`src/one_wire_tx_pkg.sv`:
```
`default_nettype none
package one_wire_tx_pkg;
  // Clock rate of ref_clk.
  localparam int unsigned CLK_HZ = 40_000_000;
  localparam int unsigned CLK_NS = 1_000_000_000 / CLK_HZ;
  // Pulse widths that do not depend on the antenna resonance.
  localparam int unsigned ON_DELAY_US = 64;
  localparam int unsigned ACK_US = 256;
  localparam int unsigned ERR_US = 128;
  localparam int unsigned DEBOUNCE_US = 20;
  localparam int unsigned ON_DELAY_CYC = (ON_DELAY_US * 1000 + CLK_NS - 1) / CLK_NS;
  localparam int unsigned ACK_CYC = (ACK_US * 1000 + CLK_NS - 1) / CLK_NS;
  localparam int unsigned ERR_CYC = (ERR_US * 1000 + CLK_NS - 1) / CLK_NS;
  localparam int unsigned DEBOUNCE_CYC = (DEBOUNCE_US * 1000 + CLK_NS - 1) / CLK_NS;
  // Low timeout in microseconds; a plain default that a system may tune.
  localparam int unsigned LOW_TIMEOUT_US = 100_000;
  localparam int unsigned LOW_TIMEOUT_CYC = LOW_TIMEOUT_US / 1000 * (CLK_HZ / 1000);
  // Counts in antenna cycles: high timeout is 16 ms at the nominal 125 kHz.
  localparam int unsigned HIGH_TIMEOUT_MS = 16;
  localparam int unsigned ANT_NOMINAL_HZ = 125_000;
  localparam int unsigned HIGH_TIMEOUT_ANT = HIGH_TIMEOUT_MS * ANT_NOMINAL_HZ / 1000;
  localparam int unsigned OFF_DELAY_ANT = 8;
  localparam int unsigned FAULT_WINDOW_ANT = 16;
  localparam int unsigned CNT_W = 24;
  typedef enum logic [5:0] {
    ST_RESET = 6'h01,
    ST_STANDBY = 6'h02,
    ST_TRANSMIT = 6'h04,
    ST_HOLD_LOW = 6'h08,
    ST_ANSWER = 6'h10,
    ST_WAIT_HIGH = 6'h20
  } mode_t;
endpackage : one_wire_tx_pkg
`default_nettype wire

```
`src/one_wire_transmit_controller.sv`:
```
`default_nettype none
// Contract
// - After reset, settle into standby once the line is sensed high.
// - In standby only line receiver lives; a low line wakes into transmit.
// - High means pulled to selected level, low means pulled to ground.
// - Line low beyond low timeout turns driver off and returns to standby.
// - After high timeout and answer pulse, enter standby.
// - Low line drives antenna square wave; high line holds output at ground.
// - Driver enables only after line low continuously for the on-delay.
// - Driver disables only after line high for off-delay in antenna cycles; hard failure or low timeout drop it at once.
// - Timeout supervisor: its low-timeout counter counts only while the line is low; its high-timeout counter counts while the line is high.
// - No failure after high timeout: pull line low for 256 us.
// - Recorded failure: pull line low for 128 us instead.
// - Hard failures stop driver at once; soft failures only mark the answer.
// - Failures are evaluated over a window counted in antenna cycles; hard failures use the 20 us debounce in reference clock cycles.
// - High timeout is counted in antenna cycles.
// - Answer pulse lengths are counted in reference clock cycles.
// - All logic runs on one clock; antenna rate is an enable pulse.
// - Between transmit end and answer, keep the low-side switch on.
// - A protection shutdown puts both half-bridge switches high-impedance.
// - Protection causes debounce 20 us, filter active only while bridge enabled.
module one_wire_transmit_controller #(
  parameter int unsigned LOW_TIMEOUT_CYC = one_wire_tx_pkg::LOW_TIMEOUT_CYC,
  parameter int unsigned HIGH_TIMEOUT_ANT = one_wire_tx_pkg::HIGH_TIMEOUT_ANT,
  parameter int unsigned OFF_DELAY_ANT = one_wire_tx_pkg::OFF_DELAY_ANT,
  parameter int unsigned FAULT_WINDOW_ANT = one_wire_tx_pkg::FAULT_WINDOW_ANT
) (
  input wire logic ref_clk,
  input wire logic reset_n,
  input wire logic oneWireLineIn,
  output logic oneWireLineOut,
  output logic oneWireLineOe_n,
  input wire logic lineLevelSelect,
  input wire logic antennaTick,
  input wire logic protectFault,
  input wire logic diagFault,
  output logic antennaDriveOut,
  output logic highSideOn,
  output logic lowSideOn,
  output logic bridgeTristate,
  output logic standby,
  output logic levelBattery
);
  localparam logic [23:0] ON_CYC = 24'(one_wire_tx_pkg::ON_DELAY_CYC);
  localparam logic [23:0] ACK_CYC = 24'(one_wire_tx_pkg::ACK_CYC);
  localparam logic [23:0] ERR_CYC = 24'(one_wire_tx_pkg::ERR_CYC);
  localparam logic [23:0] DEB_CYC = 24'(one_wire_tx_pkg::DEBOUNCE_CYC);
  localparam logic [23:0] LOW_CYC = 24'(LOW_TIMEOUT_CYC);
  localparam logic [23:0] HIGH_ANT = 24'(HIGH_TIMEOUT_ANT);
  localparam logic [23:0] OFF_ANT = 24'(OFF_DELAY_ANT);
  localparam logic [23:0] WIN_ANT = 24'(FAULT_WINDOW_ANT);

  // ==========================================================
  // Input synchronisers
  // ==========================================================
  logic [1:0] lineSync_q, tickSync_q, protSync_q, diagSync_q, selSync_q;
  logic tickPrev_q;
  logic lineLow, antEn;
  always_ff @(posedge ref_clk or negedge reset_n) begin
    if (!reset_n) begin
      lineSync_q <= 2'h3;
      tickSync_q <= 2'h0;
      protSync_q <= 2'h0;
      diagSync_q <= 2'h0;
      selSync_q <= 2'h0;
      tickPrev_q <= 1'b0;
    end else begin
      lineSync_q <= {lineSync_q[0], oneWireLineIn};
      tickSync_q <= {tickSync_q[0], antennaTick};
      protSync_q <= {protSync_q[0], protectFault};
      diagSync_q <= {diagSync_q[0], diagFault};
      selSync_q <= {selSync_q[0], lineLevelSelect};
      tickPrev_q <= tickSync_q[1];
    end
  end
  // The resolved wire is already a logic level; the selected level only sets the receiver threshold.
  assign lineLow = ~lineSync_q[1];
  // The antenna clock arrives as a tracking tick; its rising edge is the antenna-rate enable.
  assign antEn = tickSync_q[1] & ~tickPrev_q;
  assign levelBattery = selSync_q[1];

  // ==========================================================
  // Mode machine
  // ==========================================================
  one_wire_tx_pkg::mode_t mode_q;
  logic [23:0] lowCnt_q, onCnt_q, offCnt_q, highCnt_q, ansCnt_q, debCnt_q, winCnt_q;
  logic driveOn_q, failSoft_q, failHard_q, errAns_q, ansDone;
  logic lowTimeout, highTimeout;
  assign lowTimeout = lowCnt_q >= LOW_CYC;
  assign highTimeout = highCnt_q >= HIGH_ANT;
  assign ansDone = ansCnt_q >= (errAns_q ? ERR_CYC : ACK_CYC);

  always_ff @(posedge ref_clk or negedge reset_n) begin
    if (!reset_n) begin
      mode_q <= one_wire_tx_pkg::ST_RESET;
    end else begin
      case (mode_q)
        one_wire_tx_pkg::ST_RESET: begin
          if (!lineLow) mode_q <= one_wire_tx_pkg::ST_STANDBY;
        end
        one_wire_tx_pkg::ST_STANDBY: begin
          if (lineLow) mode_q <= one_wire_tx_pkg::ST_TRANSMIT;
        end
        one_wire_tx_pkg::ST_TRANSMIT: begin
          if (lowTimeout) mode_q <= one_wire_tx_pkg::ST_WAIT_HIGH;
          else if (highTimeout) mode_q <= one_wire_tx_pkg::ST_HOLD_LOW;
        end
        one_wire_tx_pkg::ST_HOLD_LOW: mode_q <= one_wire_tx_pkg::ST_ANSWER;
        // Our own answer pulse still reads as low through the synchroniser, so wait for the release.
        one_wire_tx_pkg::ST_ANSWER: begin
          if (ansDone) mode_q <= one_wire_tx_pkg::ST_WAIT_HIGH;
        end
        // A stuck-low line would wake again at once; wait for a release first.
        one_wire_tx_pkg::ST_WAIT_HIGH: begin
          if (!lineLow) mode_q <= one_wire_tx_pkg::ST_STANDBY;
        end
        default: mode_q <= one_wire_tx_pkg::ST_RESET;
      endcase
    end
  end
  assign standby = mode_q != one_wire_tx_pkg::ST_TRANSMIT &&
                   mode_q != one_wire_tx_pkg::ST_HOLD_LOW && mode_q != one_wire_tx_pkg::ST_ANSWER;

  // ==========================================================
  // Timeout supervisor
  // ==========================================================
  always_ff @(posedge ref_clk or negedge reset_n) begin
    if (!reset_n) begin
      lowCnt_q <= 24'h0;
    end else if (mode_q != one_wire_tx_pkg::ST_TRANSMIT || !lineLow) begin
      lowCnt_q <= 24'h0;
    end else if (!lowTimeout) begin
      lowCnt_q <= lowCnt_q + 24'h1;
    end
  end
  always_ff @(posedge ref_clk or negedge reset_n) begin
    if (!reset_n) begin
      highCnt_q <= 24'h0;
    end else if (mode_q != one_wire_tx_pkg::ST_TRANSMIT || lineLow) begin
      highCnt_q <= 24'h0;
    end else if (antEn && !highTimeout) begin
      highCnt_q <= highCnt_q + 24'h1;
    end
  end

  // ==========================================================
  // Anti-bounce driver gate
  // ==========================================================
  always_ff @(posedge ref_clk or negedge reset_n) begin
    if (!reset_n) begin
      onCnt_q <= 24'h0;
      offCnt_q <= 24'h0;
      driveOn_q <= 1'b0;
    end else if (mode_q != one_wire_tx_pkg::ST_TRANSMIT || lowTimeout || failHard_q) begin
      onCnt_q <= 24'h0;
      offCnt_q <= 24'h0;
      driveOn_q <= 1'b0;
    end else if (lineLow) begin
      offCnt_q <= 24'h0;
      if (onCnt_q >= ON_CYC - 24'h1) driveOn_q <= 1'b1;
      else onCnt_q <= onCnt_q + 24'h1;
    end else begin
      onCnt_q <= 24'h0;
      if (antEn) begin
        if (offCnt_q >= OFF_ANT - 24'h1) driveOn_q <= 1'b0;
        else offCnt_q <= offCnt_q + 24'h1;
      end
    end
  end

  // ==========================================================
  // Failure handling
  // ==========================================================
  always_ff @(posedge ref_clk or negedge reset_n) begin
    if (!reset_n) begin
      debCnt_q <= 24'h0;
      failHard_q <= 1'b0;
    end else if (mode_q == one_wire_tx_pkg::ST_STANDBY) begin
      debCnt_q <= 24'h0;
      failHard_q <= 1'b0;
    end else if (protSync_q[1] && (driveOn_q || mode_q == one_wire_tx_pkg::ST_HOLD_LOW)) begin
      if (debCnt_q >= DEB_CYC - 24'h1) failHard_q <= 1'b1;
      else debCnt_q <= debCnt_q + 24'h1;
    end else if (!failHard_q) begin
      debCnt_q <= 24'h0;
    end
  end
  // Diagnosis is sampled on every antenna tick while driving; one high sample flags failSoft_q at the window end.
  logic diagSeen_q;
  always_ff @(posedge ref_clk or negedge reset_n) begin
    if (!reset_n) begin
      winCnt_q <= 24'h0;
      diagSeen_q <= 1'b0;
      failSoft_q <= 1'b0;
    end else if (mode_q == one_wire_tx_pkg::ST_STANDBY) begin
      winCnt_q <= 24'h0;
      diagSeen_q <= 1'b0;
      failSoft_q <= 1'b0;
    end else if (driveOn_q && antEn) begin
      diagSeen_q <= diagSeen_q | diagSync_q[1];
      if (winCnt_q >= WIN_ANT - 24'h1) begin
        winCnt_q <= 24'h0;
        failSoft_q <= failSoft_q | diagSeen_q | diagSync_q[1];
        diagSeen_q <= 1'b0;
      end else begin
        winCnt_q <= winCnt_q + 24'h1;
      end
    end
  end

  // ==========================================================
  // Answer pulse
  // ==========================================================
  always_ff @(posedge ref_clk or negedge reset_n) begin
    if (!reset_n) begin
      ansCnt_q <= 24'h0;
      errAns_q <= 1'b0;
    end else if (mode_q == one_wire_tx_pkg::ST_HOLD_LOW) begin
      ansCnt_q <= 24'h0;
      errAns_q <= failSoft_q | failHard_q;
    end else if (mode_q == one_wire_tx_pkg::ST_ANSWER) begin
      ansCnt_q <= ansCnt_q + 24'h1;
    end
  end

  // ==========================================================
  // Outputs
  // ==========================================================
  logic sqWave_q, lineOut_q;
  always_ff @(posedge ref_clk or negedge reset_n) begin
    if (!reset_n) begin
      sqWave_q <= 1'b0;
      lineOut_q <= 1'b0;
      antennaDriveOut <= 1'b0;
      highSideOn <= 1'b0;
      lowSideOn <= 1'b0;
      bridgeTristate <= 1'b1;
    end else begin
      if (antEn) sqWave_q <= ~sqWave_q;
      lineOut_q <= mode_q == one_wire_tx_pkg::ST_ANSWER && !ansDone;
      antennaDriveOut <= driveOn_q & sqWave_q & ~failHard_q;
      highSideOn <= driveOn_q & sqWave_q & ~failHard_q;
      lowSideOn <= ~failHard_q & ~standby & ~(driveOn_q & sqWave_q);
      bridgeTristate <= failHard_q | standby;
    end
  end
  assign oneWireLineOut = 1'b0;
  assign oneWireLineOe_n = ~lineOut_q;

  // ==========================================================
  // Checks
  // ==========================================================
  a_ack_width: assert property (@(posedge ref_clk) disable iff (!reset_n)
    $rose(mode_q == one_wire_tx_pkg::ST_ANSWER) && !errAns_q |-> !ansDone [*8]) else $error("ack too short");
  a_err_pick: assert property (@(posedge ref_clk) disable iff (!reset_n)
    mode_q == one_wire_tx_pkg::ST_HOLD_LOW && failSoft_q |=> errAns_q) else $error("error pulse not chosen");
  a_only_pull: assert property (@(posedge ref_clk) disable iff (!reset_n)
    !oneWireLineOe_n |-> oneWireLineOut == 1'b0) else $error("line driven high");
  a_high_quiet: assert property (@(posedge ref_clk) disable iff (!reset_n)
    !lineLow [*2] ##1 !lineLow |-> lowCnt_q == 24'h0) else $error("timeout counts while high");
  a_on_delay: assert property (@(posedge ref_clk) disable iff (!reset_n)
    $rose(driveOn_q) |-> $past(lineLow) && $past(lineLow, 2)) else $error("driver on without low");
  // Once back in standby the hard fault is cleared on purpose, so only the active modes are watched.
  a_trip_off: assert property (@(posedge ref_clk) disable iff (!reset_n)
    failHard_q && !standby |-> ##2 bridgeTristate && !antennaDriveOut) else $error("no shutdown");
  a_standby_idle: assert property (@(posedge ref_clk) disable iff (!reset_n)
    standby |-> ##2 !antennaDriveOut) else $error("drive in standby");
  a_wake_low: assert property (@(posedge ref_clk) disable iff (!reset_n)
    mode_q == one_wire_tx_pkg::ST_STANDBY && lineLow |=> mode_q == one_wire_tx_pkg::ST_TRANSMIT)
    else $error("no wake");
  a_low_trip: assert property (@(posedge ref_clk) disable iff (!reset_n)
    mode_q == one_wire_tx_pkg::ST_TRANSMIT && lowTimeout |=> !driveOn_q && mode_q == one_wire_tx_pkg::ST_WAIT_HIGH)
    else $error("low timeout ignored");
  a_reset_settle: assert property (@(posedge ref_clk) disable iff (!reset_n)
    mode_q == one_wire_tx_pkg::ST_RESET && !lineLow |=> mode_q == one_wire_tx_pkg::ST_STANDBY)
    else $error("no standby after reset");
  a_hold_on: assert property (@(posedge ref_clk) disable iff (!reset_n)
    mode_q == one_wire_tx_pkg::ST_TRANSMIT && driveOn_q && lineLow && !lowTimeout && !failHard_q |=> driveOn_q)
    else $error("driver dropped while low");
  a_tick_count: assert property (@(posedge ref_clk) disable iff (!reset_n)
    highCnt_q != $past(highCnt_q) && highCnt_q != 24'h0 |-> $past(antEn))
    else $error("high timeout off the antenna rate");
  a_side_split: assert property (@(posedge ref_clk) disable iff (!reset_n)
    !(highSideOn && lowSideOn)) else $error("both switches on");
  a_low_side: assert property (@(posedge ref_clk) disable iff (!reset_n)
    mode_q == one_wire_tx_pkg::ST_HOLD_LOW && !failHard_q && !driveOn_q |=> lowSideOn)
    else $error("low side off before answer");
  a_answer_low: assert property (@(posedge ref_clk) disable iff (!reset_n)
    mode_q == one_wire_tx_pkg::ST_ANSWER && !ansDone |=> !oneWireLineOe_n)
    else $error("answer pulse released early");
  a_fault_debounce: assert property (@(posedge ref_clk) disable iff (!reset_n)
    $rose(failHard_q) |-> $past(protSync_q[1]) && $past(debCnt_q) == DEB_CYC - 24'h1)
    else $error("fault not debounced");
  a_soft_window: assert property (@(posedge ref_clk) disable iff (!reset_n)
    $rose(failSoft_q) |-> $past(winCnt_q) == WIN_ANT - 24'h1)
    else $error("soft failure off the window");
  c_answer: cover property (@(posedge ref_clk) disable iff (!reset_n)
    mode_q == one_wire_tx_pkg::ST_ANSWER && ansDone);
  c_drive: cover property (@(posedge ref_clk) disable iff (!reset_n) $rose(driveOn_q));
  c_trip: cover property (@(posedge ref_clk) disable iff (!reset_n) $rose(failHard_q));
  c_error: cover property (@(posedge ref_clk) disable iff (!reset_n)
    mode_q == one_wire_tx_pkg::ST_ANSWER && errAns_q && ansDone);
  c_refresh: cover property (@(posedge ref_clk) disable iff (!reset_n)
    mode_q == one_wire_tx_pkg::ST_TRANSMIT && lowCnt_q != 24'h0 ##1 lowCnt_q == 24'h0 && !standby);
endmodule : one_wire_transmit_controller
`default_nettype wire

```
`config.mk`:
```
export PLATFORM = sky130hd
export DESIGN_NAME = one_wire_transmit_controller
export DESIGN_NICKNAME = d
export VERILOG_FILES = /design/src/one_wire_tx_pkg.sv /design/src/one_wire_transmit_controller.sv
export SDC_FILE = /design/constraint.sdc
export NUM_CORES = 1
export LEC_CHECK = 0
export ABC_AREA = 0
export ABC_CLOCK_PERIOD_IN_PS = 5100
export BUFFER_PORTS_ARGS = -buffer_cell sky130_fd_sc_hd__buf_2
export CORE_ASPECT_RATIO = 1.2
export CORE_MARGIN = 5
export CORE_UTILIZATION = 61
export DETAILED_ROUTE_END_ITERATION = 16
export PLACE_DENSITY = 0.77
export SLEW_MARGIN = 20
export SYNTH_ARGS = -nofsm -noshare
export SYNTH_HDL_FRONTEND = slang
export SYNTH_SLANG_ARGS = --single-unit
```
`constraint.sdc`:
```
create_clock -name ref_clk -period 5.1 [get_ports ref_clk]
set_input_delay 1.02 -clock ref_clk [delete_from_list [all_inputs] [get_ports ref_clk]]
set_output_delay 1.02 -clock ref_clk [all_outputs]
set_load 0.1 [all_outputs]
```
==> flow_summary.json, run 1 <==
{
  "cts.reportedPaths.clkPinSlew_ps": 70,
  "seqPwrFrac": 0.500,
  "grt_busiest_layer": "met2",
  "dr.pass1.iters": 5,
  "syn_to_final_growth_pct": 9.26,
  "antenna_left": 0,
  "p_int_mw": 2.45,
  "post_cts.repair.setup_buffers": 0,
  "max_freq_mhz": 289,
  "setup_viol": 0,
  "seq_area_sq_um": 4880,
  "avgSynthCellArea_sq_um": 10.4,
  "syn_inst": 858,
  "antenna_found_initial": 0,
  "crit_fanout": 29,
  "fin_nets": 889,
  "layout-drive-gt1-share": 0.0897,
  "hp-start": "selSync_q[0]$_DFF_PN0_",
  "synth_seq_cells": 195,
  "cts.path.max_buffers": 2,
  "pwr-share-comb": 0.087,
  "die_area_sq_um": 17100,
  "io_pins": 15,
  "outcome": "finished clean",
  "vias_per_cell": 6.05,
  "synth.area.top_cells": "dfrtp_1 (54%), and2_1 (5.0%), xnor2_1 (4.1%)",
  "synthFlopType": "dfrtp_1",
  "r2r-start": "mode_q[1]$_DFFE_PN0P_",
  "grt_pass1_wl_um": 30300,
  "grt_pass1_vias": 6477,
  "layout_min_cycle_time_ps": 3470,
  "hold_path_depth": 0,
  "yosysWarningCount": 0,
  "die_w_um": 120,
  "max-slew-margin-rel": 0.384,
  "critPathArrivalTime_ps": 2450,
  "worstSetupPathType": "reg -> out",
  "synth_edf_count": 0,
  "maxSlewViolCount": 0,
  "post-route-period-util": 0.680,
  "switching_share": 0.258,
  "hold_class": "reg -> reg",
  "place_congestion": 0.870,
  "async_flop_share": 1.00,
  "rrSetupSlack_ps": 2170,
  "critPathRequiredTime_ps": 4080,
  "grt.overflow.total": 0,
  "num_vias": 6389,
  "wl_um": 17300,
  "antenna-diode-count": 0,
  "cts_tree": "built",
  "synthesis.nets": 879,
  "layout_common_cells": "dfrtp_1 (191), nor2_1 (92), and2_1 (71), nand2_1 (53), xnor2_1 (42)",
  "clockRootBuffer": "clkbuf_16",
  "ir_drop_mv": 0.238,
  "cts-buffers-inserted": 17,
  "r2r_cells": 5,
  "multi_input_area_sq_um": 3820,
  "yosysTopAreaCell": "dfrtp_1",
  "holdBufCountCts": 0,
  "placementRows": 48,
  "holdWs_ps": 348,
  "fill_cells": 1088,
  "finalClockSkew_ps": 7.64,
  "worst_slew_pin_slew_ps": 916,
  "wire_per_inst_um": 16.4,
  "drtIter0Drc": 567,
  "gr-usage-met1": 0.275,
  "final_common_cell": "dfrtp_1",
  "yosysSeqAreaShare": 0.548,
  "critPathCaptureType": "output port",
  "hold_end": "selSync_q[1]$_DFF_PN0_",
  "drc_errors": 0,
  "maxCapViolations": 0,
  "synth_top_area_share": 0.536,
  "grt_max_degree": 112,
  "clockPowerShare": 0.413,
  "tns_ps": 0,
  "p_leak_nw": 4.35,
  "clkLatencyLatePin_ps": 430,
  "initial_core_util": 0.621,
  "rr_endpoint": "onCnt_q[21]$_DFFE_PN0P_",
  "track_usage": 0.216,
  "die_h_um": 142,
  "cts_max_level": 4,
  "cp-start-kind": "flop",
  "fp.coreArea_sq_um": 14400,
  "port_buffers": 13,
  "clock-sinks": 195,
  "synth_cell_types": 75,
  "place_hpwl_um": 11700,
  "grt_util_met2": 0.375,
  "finalHoldViolations": 0,
  "use_met3": 0.0362,
  "cts_resized": 0,
  "p_sw_uw": 854,
  "rsz0062_at_grt": "false",
  "synthesis.area_sq_um": 8920,
  "power_density_nw_per_um2": 339
}
==> synth_stat cells (3+ instances only) <==
cell type / number
a21oi_1: 35
a31oi_1: 7
a41o_1: 4
a41oi_1: 6
and2_1: 71
and3_1: 17
and4_1: 9
buf_2: 3
buf_4: 3
clkbuf_1: 18
dfrtp_1: 191
dfstp_2: 4
ha_1: 14
inv_1: 27
mux2i_1: 8
nand2_1: 53
nand2b_1: 10
nand3_1: 35
nand3b_1: 3
nand4_1: 18
nor2_1: 92
nor3_1: 23
nor3_2: 4
nor3b_1: 6
nor4_1: 40
o21a_1: 7
o21ai_0: 27
o31ai_1: 3
or2_2: 5
or3_1: 15
or4_1: 7
xnor2_1: 42
xor2_1: 3
==> flip-flops by register name, summed over array words and instances, names as in the netlist, 6 cells and up <==
signal     count
winCnt_q      24
mode_q         6
onCnt_q       24
offCnt_q      24
lowCnt_q      24
ansCnt_q      24
debCnt_q      24
highCnt_q     24
==> per-stage QoR <==
stage,utilization,instance area [sq um],instances,setup slack (ps),power [mW]
after floorplan,-,8920,858,976,1.87
after global placement,0.635,9120,1024,2180,1.95
after detailed placement,0.635,9120,1024,2120,1.96
after CTS,0.678,9740,1056,1650,3.33
after global routing,0.679,9740,1056,1520,3.44
final,0.679,9740,1056,1630,3.31
==> worst max path at each step <==
stage | start | end | slack [ps] | depth (start not counted)
after floorplan | mode_q[0]$_DFFE_PN1P_ | standby | 980 | 4
after global placement | mode_q[1]$_DFFE_PN0P_ | standby | 2180 | 5
after detailed placement | mode_q[1]$_DFFE_PN0P_ | standby | 2120 | 5
after CTS | mode_q[1]$_DFFE_PN0P_ | standby | 1650 | 5
after global routing | mode_q[1]$_DFFE_PN0P_ | standby | 1520 | 5
final | mode_q[1]$_DFFE_PN0P_ | standby | 1630 | 5
==> metal layers <==
metal	routed length [um]	vias up
met3	572	30
met5	0	-
met2	8920	132
met4	358	0
li1	-	3058
met1	7430	3169
==> worst max-delay path, stage by stage, from the launching register on <==
cell	delay, ps
dfrtp_1	420
or4_4	620
nor3b_2	180
buf_4	320
nor3_1	140
buf_2	330
==> power groups by stage <==
| stage | clock, mW | combinational (mW) | sequential (mW) |
|---|---|---|---|
| 3_5_place_dp | 0 | 0.285 | 1.68 |
| 3_3_place_gp | 0 | 0.273 | 1.67 |
| 6_report | 1.37 | 0.288 | 1.65 |
| 4_1_cts | 1.39 | 0.286 | 1.65 |
| 5_1_grt | 1.46 | 0.320 | 1.66 |
| 2_1_floorplan | 0 | 0.189 | 1.69 |
==> kinds of logic (layout without fill, tap and decap cells) <==
group                      Yosys count  after routing  synth area share
AOI/OAI and AO/OA                  115            115            0.0863
xor gates and xnor gates            45             45            0.0442
adders and majority gates           14             14            0.0196
buffers and inverters               53             76            0.0248
DFF                                195            195             0.548
muxes                                8              8           0.00898
other                                1              1          0.000420
and+or+nand+nor                    427            427             0.268
==> area by class of cell <==
type,count,share of cell area
Clock inverter,13,0.0168
Multi-Input combinational cell,610,0.392
Inverter,27,0.0104
Clock buffer,19,0.0465
Timing Repair Buffer,17,0.0107
Sequential cell,195,0.501
Tap cell,175,0.0225
(Power assumes the default switching activity.)
==> run 2: changes to the inputs <==
--- a/config.mk
+++ b/config.mk
@@ -6,13 +6,13 @@
 export NUM_CORES = 1
 export LEC_CHECK = 0
 export ABC_AREA = 0
-export ABC_CLOCK_PERIOD_IN_PS = 5100
+export ABC_CLOCK_PERIOD_IN_PS = 2900
 export BUFFER_PORTS_ARGS = -buffer_cell sky130_fd_sc_hd__buf_2
 export CORE_ASPECT_RATIO = 1.2
 export CORE_MARGIN = 5
-export CORE_UTILIZATION = 61
+export CORE_UTILIZATION = 57
 export DETAILED_ROUTE_END_ITERATION = 16
-export PLACE_DENSITY = 0.77
+export PLACE_DENSITY = 0.75
 export SLEW_MARGIN = 20
 export SYNTH_ARGS = -nofsm -noshare
 export SYNTH_HDL_FRONTEND = slang
==> constraint.sdc (replaced) <==
create_clock -name ref_clk -period 2.9 [get_ports ref_clk]
set_input_delay 0.58 -clock ref_clk [delete_from_list [all_inputs] [get_ports ref_clk]]
set_output_delay 0.58 -clock ref_clk [all_outputs]
set_load 0.1 [all_outputs]
==> run 2 against run 1 <==
Net effect:
- flip-flop and latch count is the same
- register-to-register slack lost 1700 ps
- final area grew 0.65%
- critical path depth shrank 1
- via count grew 1.7%
- critical path type unchanged
==> flow_summary.json, run 2 (synthesized netlist as in run 1, its figures left out) <==
{
  "maxCapViolations": 0,
  "wl_um": 17300,
  "finalHoldViolations": 0,
  "die_w_um": 124,
  "fin_util": 0.632,
  "wire_per_inst_um": 15.8,
  "outcome": "finished clean",
  "finalClockSkew_ps": 9.66,
  "cts-buffers-inserted": 17,
  "cp-start-kind": "flop",
  "cts_tree": "built",
  "die_area_sq_um": 18300,
  "maxSlewViolCount": 0,
  "antenna_found_initial": 0,
  "rsz0062_at_grt": "false",
  "worst_path_max_delay_cell": "dfstp_2",
  "layout-drive-gt1-share": 0.0980,
  "use_met3": 0.0370,
  "cp_cell_sequence": "nor4b_2, and2_1, nor3_2, buf_2",
  "clock-sinks": 195,
  "fin_area_sq_um": 9810,
  "critPathArrivalTime_ps": 2160,
  "slowest_delay_ps": 590,
  "place_hpwl_um": 12000,
  "fill_cells": 1242,
  "clockRootBuffer": "clkbuf_16",
  "die_h_um": 147,
  "num_vias": 6500,
  "grt.overflow.total": 0,
  "grt_max_degree": 80,
  "critPathLaunch": "mode_q[0]$_DFFE_PN1P_",
  "setup_viol": 0,
  "final_common_cell": "dfrtp_1",
  "fp.coreArea_sq_um": 15500,
  "grt_util_met2": 0.343,
  "fin_nets": 896,
  "crit_fanout": 10,
  "ir_drop_mv": 0.396,
  "max_freq_mhz": 365,
  "hold_class": "in -> async",
  "gr-usage-met1": 0.269,
  "cts.reportedPaths.clkPinSlew_ps": 70,
  "antenna-diode-count": 0,
  "holdBufCountCts": 0,
  "io_pins": 15,
  "dpl_cell_area_sq_um": 9250,
  "power_density_nw_per_um2": 575,
  "layout_common_cells": "dfrtp_1 (191), nor2_1 (92), and2_1 (71), nand2_1 (53), xnor2_1 (42)",
  "grt_pass1_wl_um": 30700,
  "max-slew-margin-rel": 0.528,
  "grt_busiest_layer": "met2",
  "drc_errors": 0,
  "port_buffers": 13,
  "critPathCaptureType": "output port",
  "p_leak_nw": 4.37,
  "power_mw": 5.64,
  "post-route-period-util": 0.945,
  "placementRows": 50,
  "clkLatencyLatePin_ps": 430,
  "place_congestion": 0.847,
  "worstSetupPathType": "reg -> out",
  "cts_resized": 0,
  "post_cts.repair.setup_buffers": 0,
  "syn_to_final_growth_pct": 9.97,
  "drtIter0Drc": 532,
  "worst_slew_pin_slew_ps": 705,
  "dr.pass1.iters": 6,
  "r2r-start": "mode_q[1]$_DFFE_PN0P_",
  "track_usage": 0.205,
  "antenna_left": 0,
  "holdWs_ps": 159,
  "tns_ps": 0,
  "initial_core_util": 0.575,
  "critPathRequiredTime_ps": 2320,
  "vias_per_cell": 5.93,
  "grt_pass1_vias": 6602,
  "cts.path.max_buffers": 2,
  "cts_max_level": 4,
  "layout_min_cycle_time_ps": 2740
}
[run 2: cell types whose count changed in the layout (fill, tap and decap cells not counted), sizes merged]
cell / change
clkinv: -1
buf: +7
bufinv: -2
inv: +2
clkinvlp: +1
[run 2: routing by layer]
layer | routed length (um) | part of all wire
met5 | 0 | 0
met4 | 348 | 0.020
met1 | 7640 | 0.44
met2 | 8720 | 0.50
met3 | 564 | 0.033
[run 2: path summary, 6_finish.rpt]
| check | slack (ps) | end | depth (start not counted) |
|---|---|---|---|
| min in group ref_clk | 250 | lineSync_q[0]$_DFF_PN1_ | 1 |
| worst min register to register | 350 | selSync_q[1]$_DFF_PN0_ | 0 |
| worst max register to register | 490 | ansCnt_q[21]$_DFFE_PN0P_ | 6 |
| max in group asynchronous | 1960 | lineSync_q[0]$_DFF_PN1_ | 2 |
| worst max-delay path | 160 | standby | 4 |
| worst min-delay path | 160 | selSync_q[0]$_DFF_PN0_ | 1 |
[run 2: through the flow]
stage | setup WS (ps) | instances
after floorplan | 116 | 858
after global placement | 631 | 1064
after global routing | 60.0 | 1096
final | 159 | 1096
after detailed placement | 516 | 1064
after CTS | 152 | 1096
[run 2: power breakdown]
part / total [mW] / switching (mW) / internal, mW / leakage [nW]
combinational: 0.513 / 0.347 / 0.167 / 1.41
clock: 2.22 / 1.05 / 1.17 / 0.274
sequential: 2.90 / 0.0929 / 2.81 / 2.68
[run 2: critical path, delay by kind of cell (launching register included)]
kind / cells / cell delay (ps)
buffers and inverters: 1 / 480
DFF: 1 / 590
and+or+nand+nor: 3 / 680
[run 2: final cells by class]
type                    instances  area (sq um)  share of cell area
multi-input cells             610          3820               0.389
inverters                      27           101              0.0103
clock inverters                13           110              0.0112
clock buffers                  19           453              0.0462
flip-flops and latches        195          4880               0.498
repair buffers                 24           181              0.0185
well taps                     208           260              0.0265
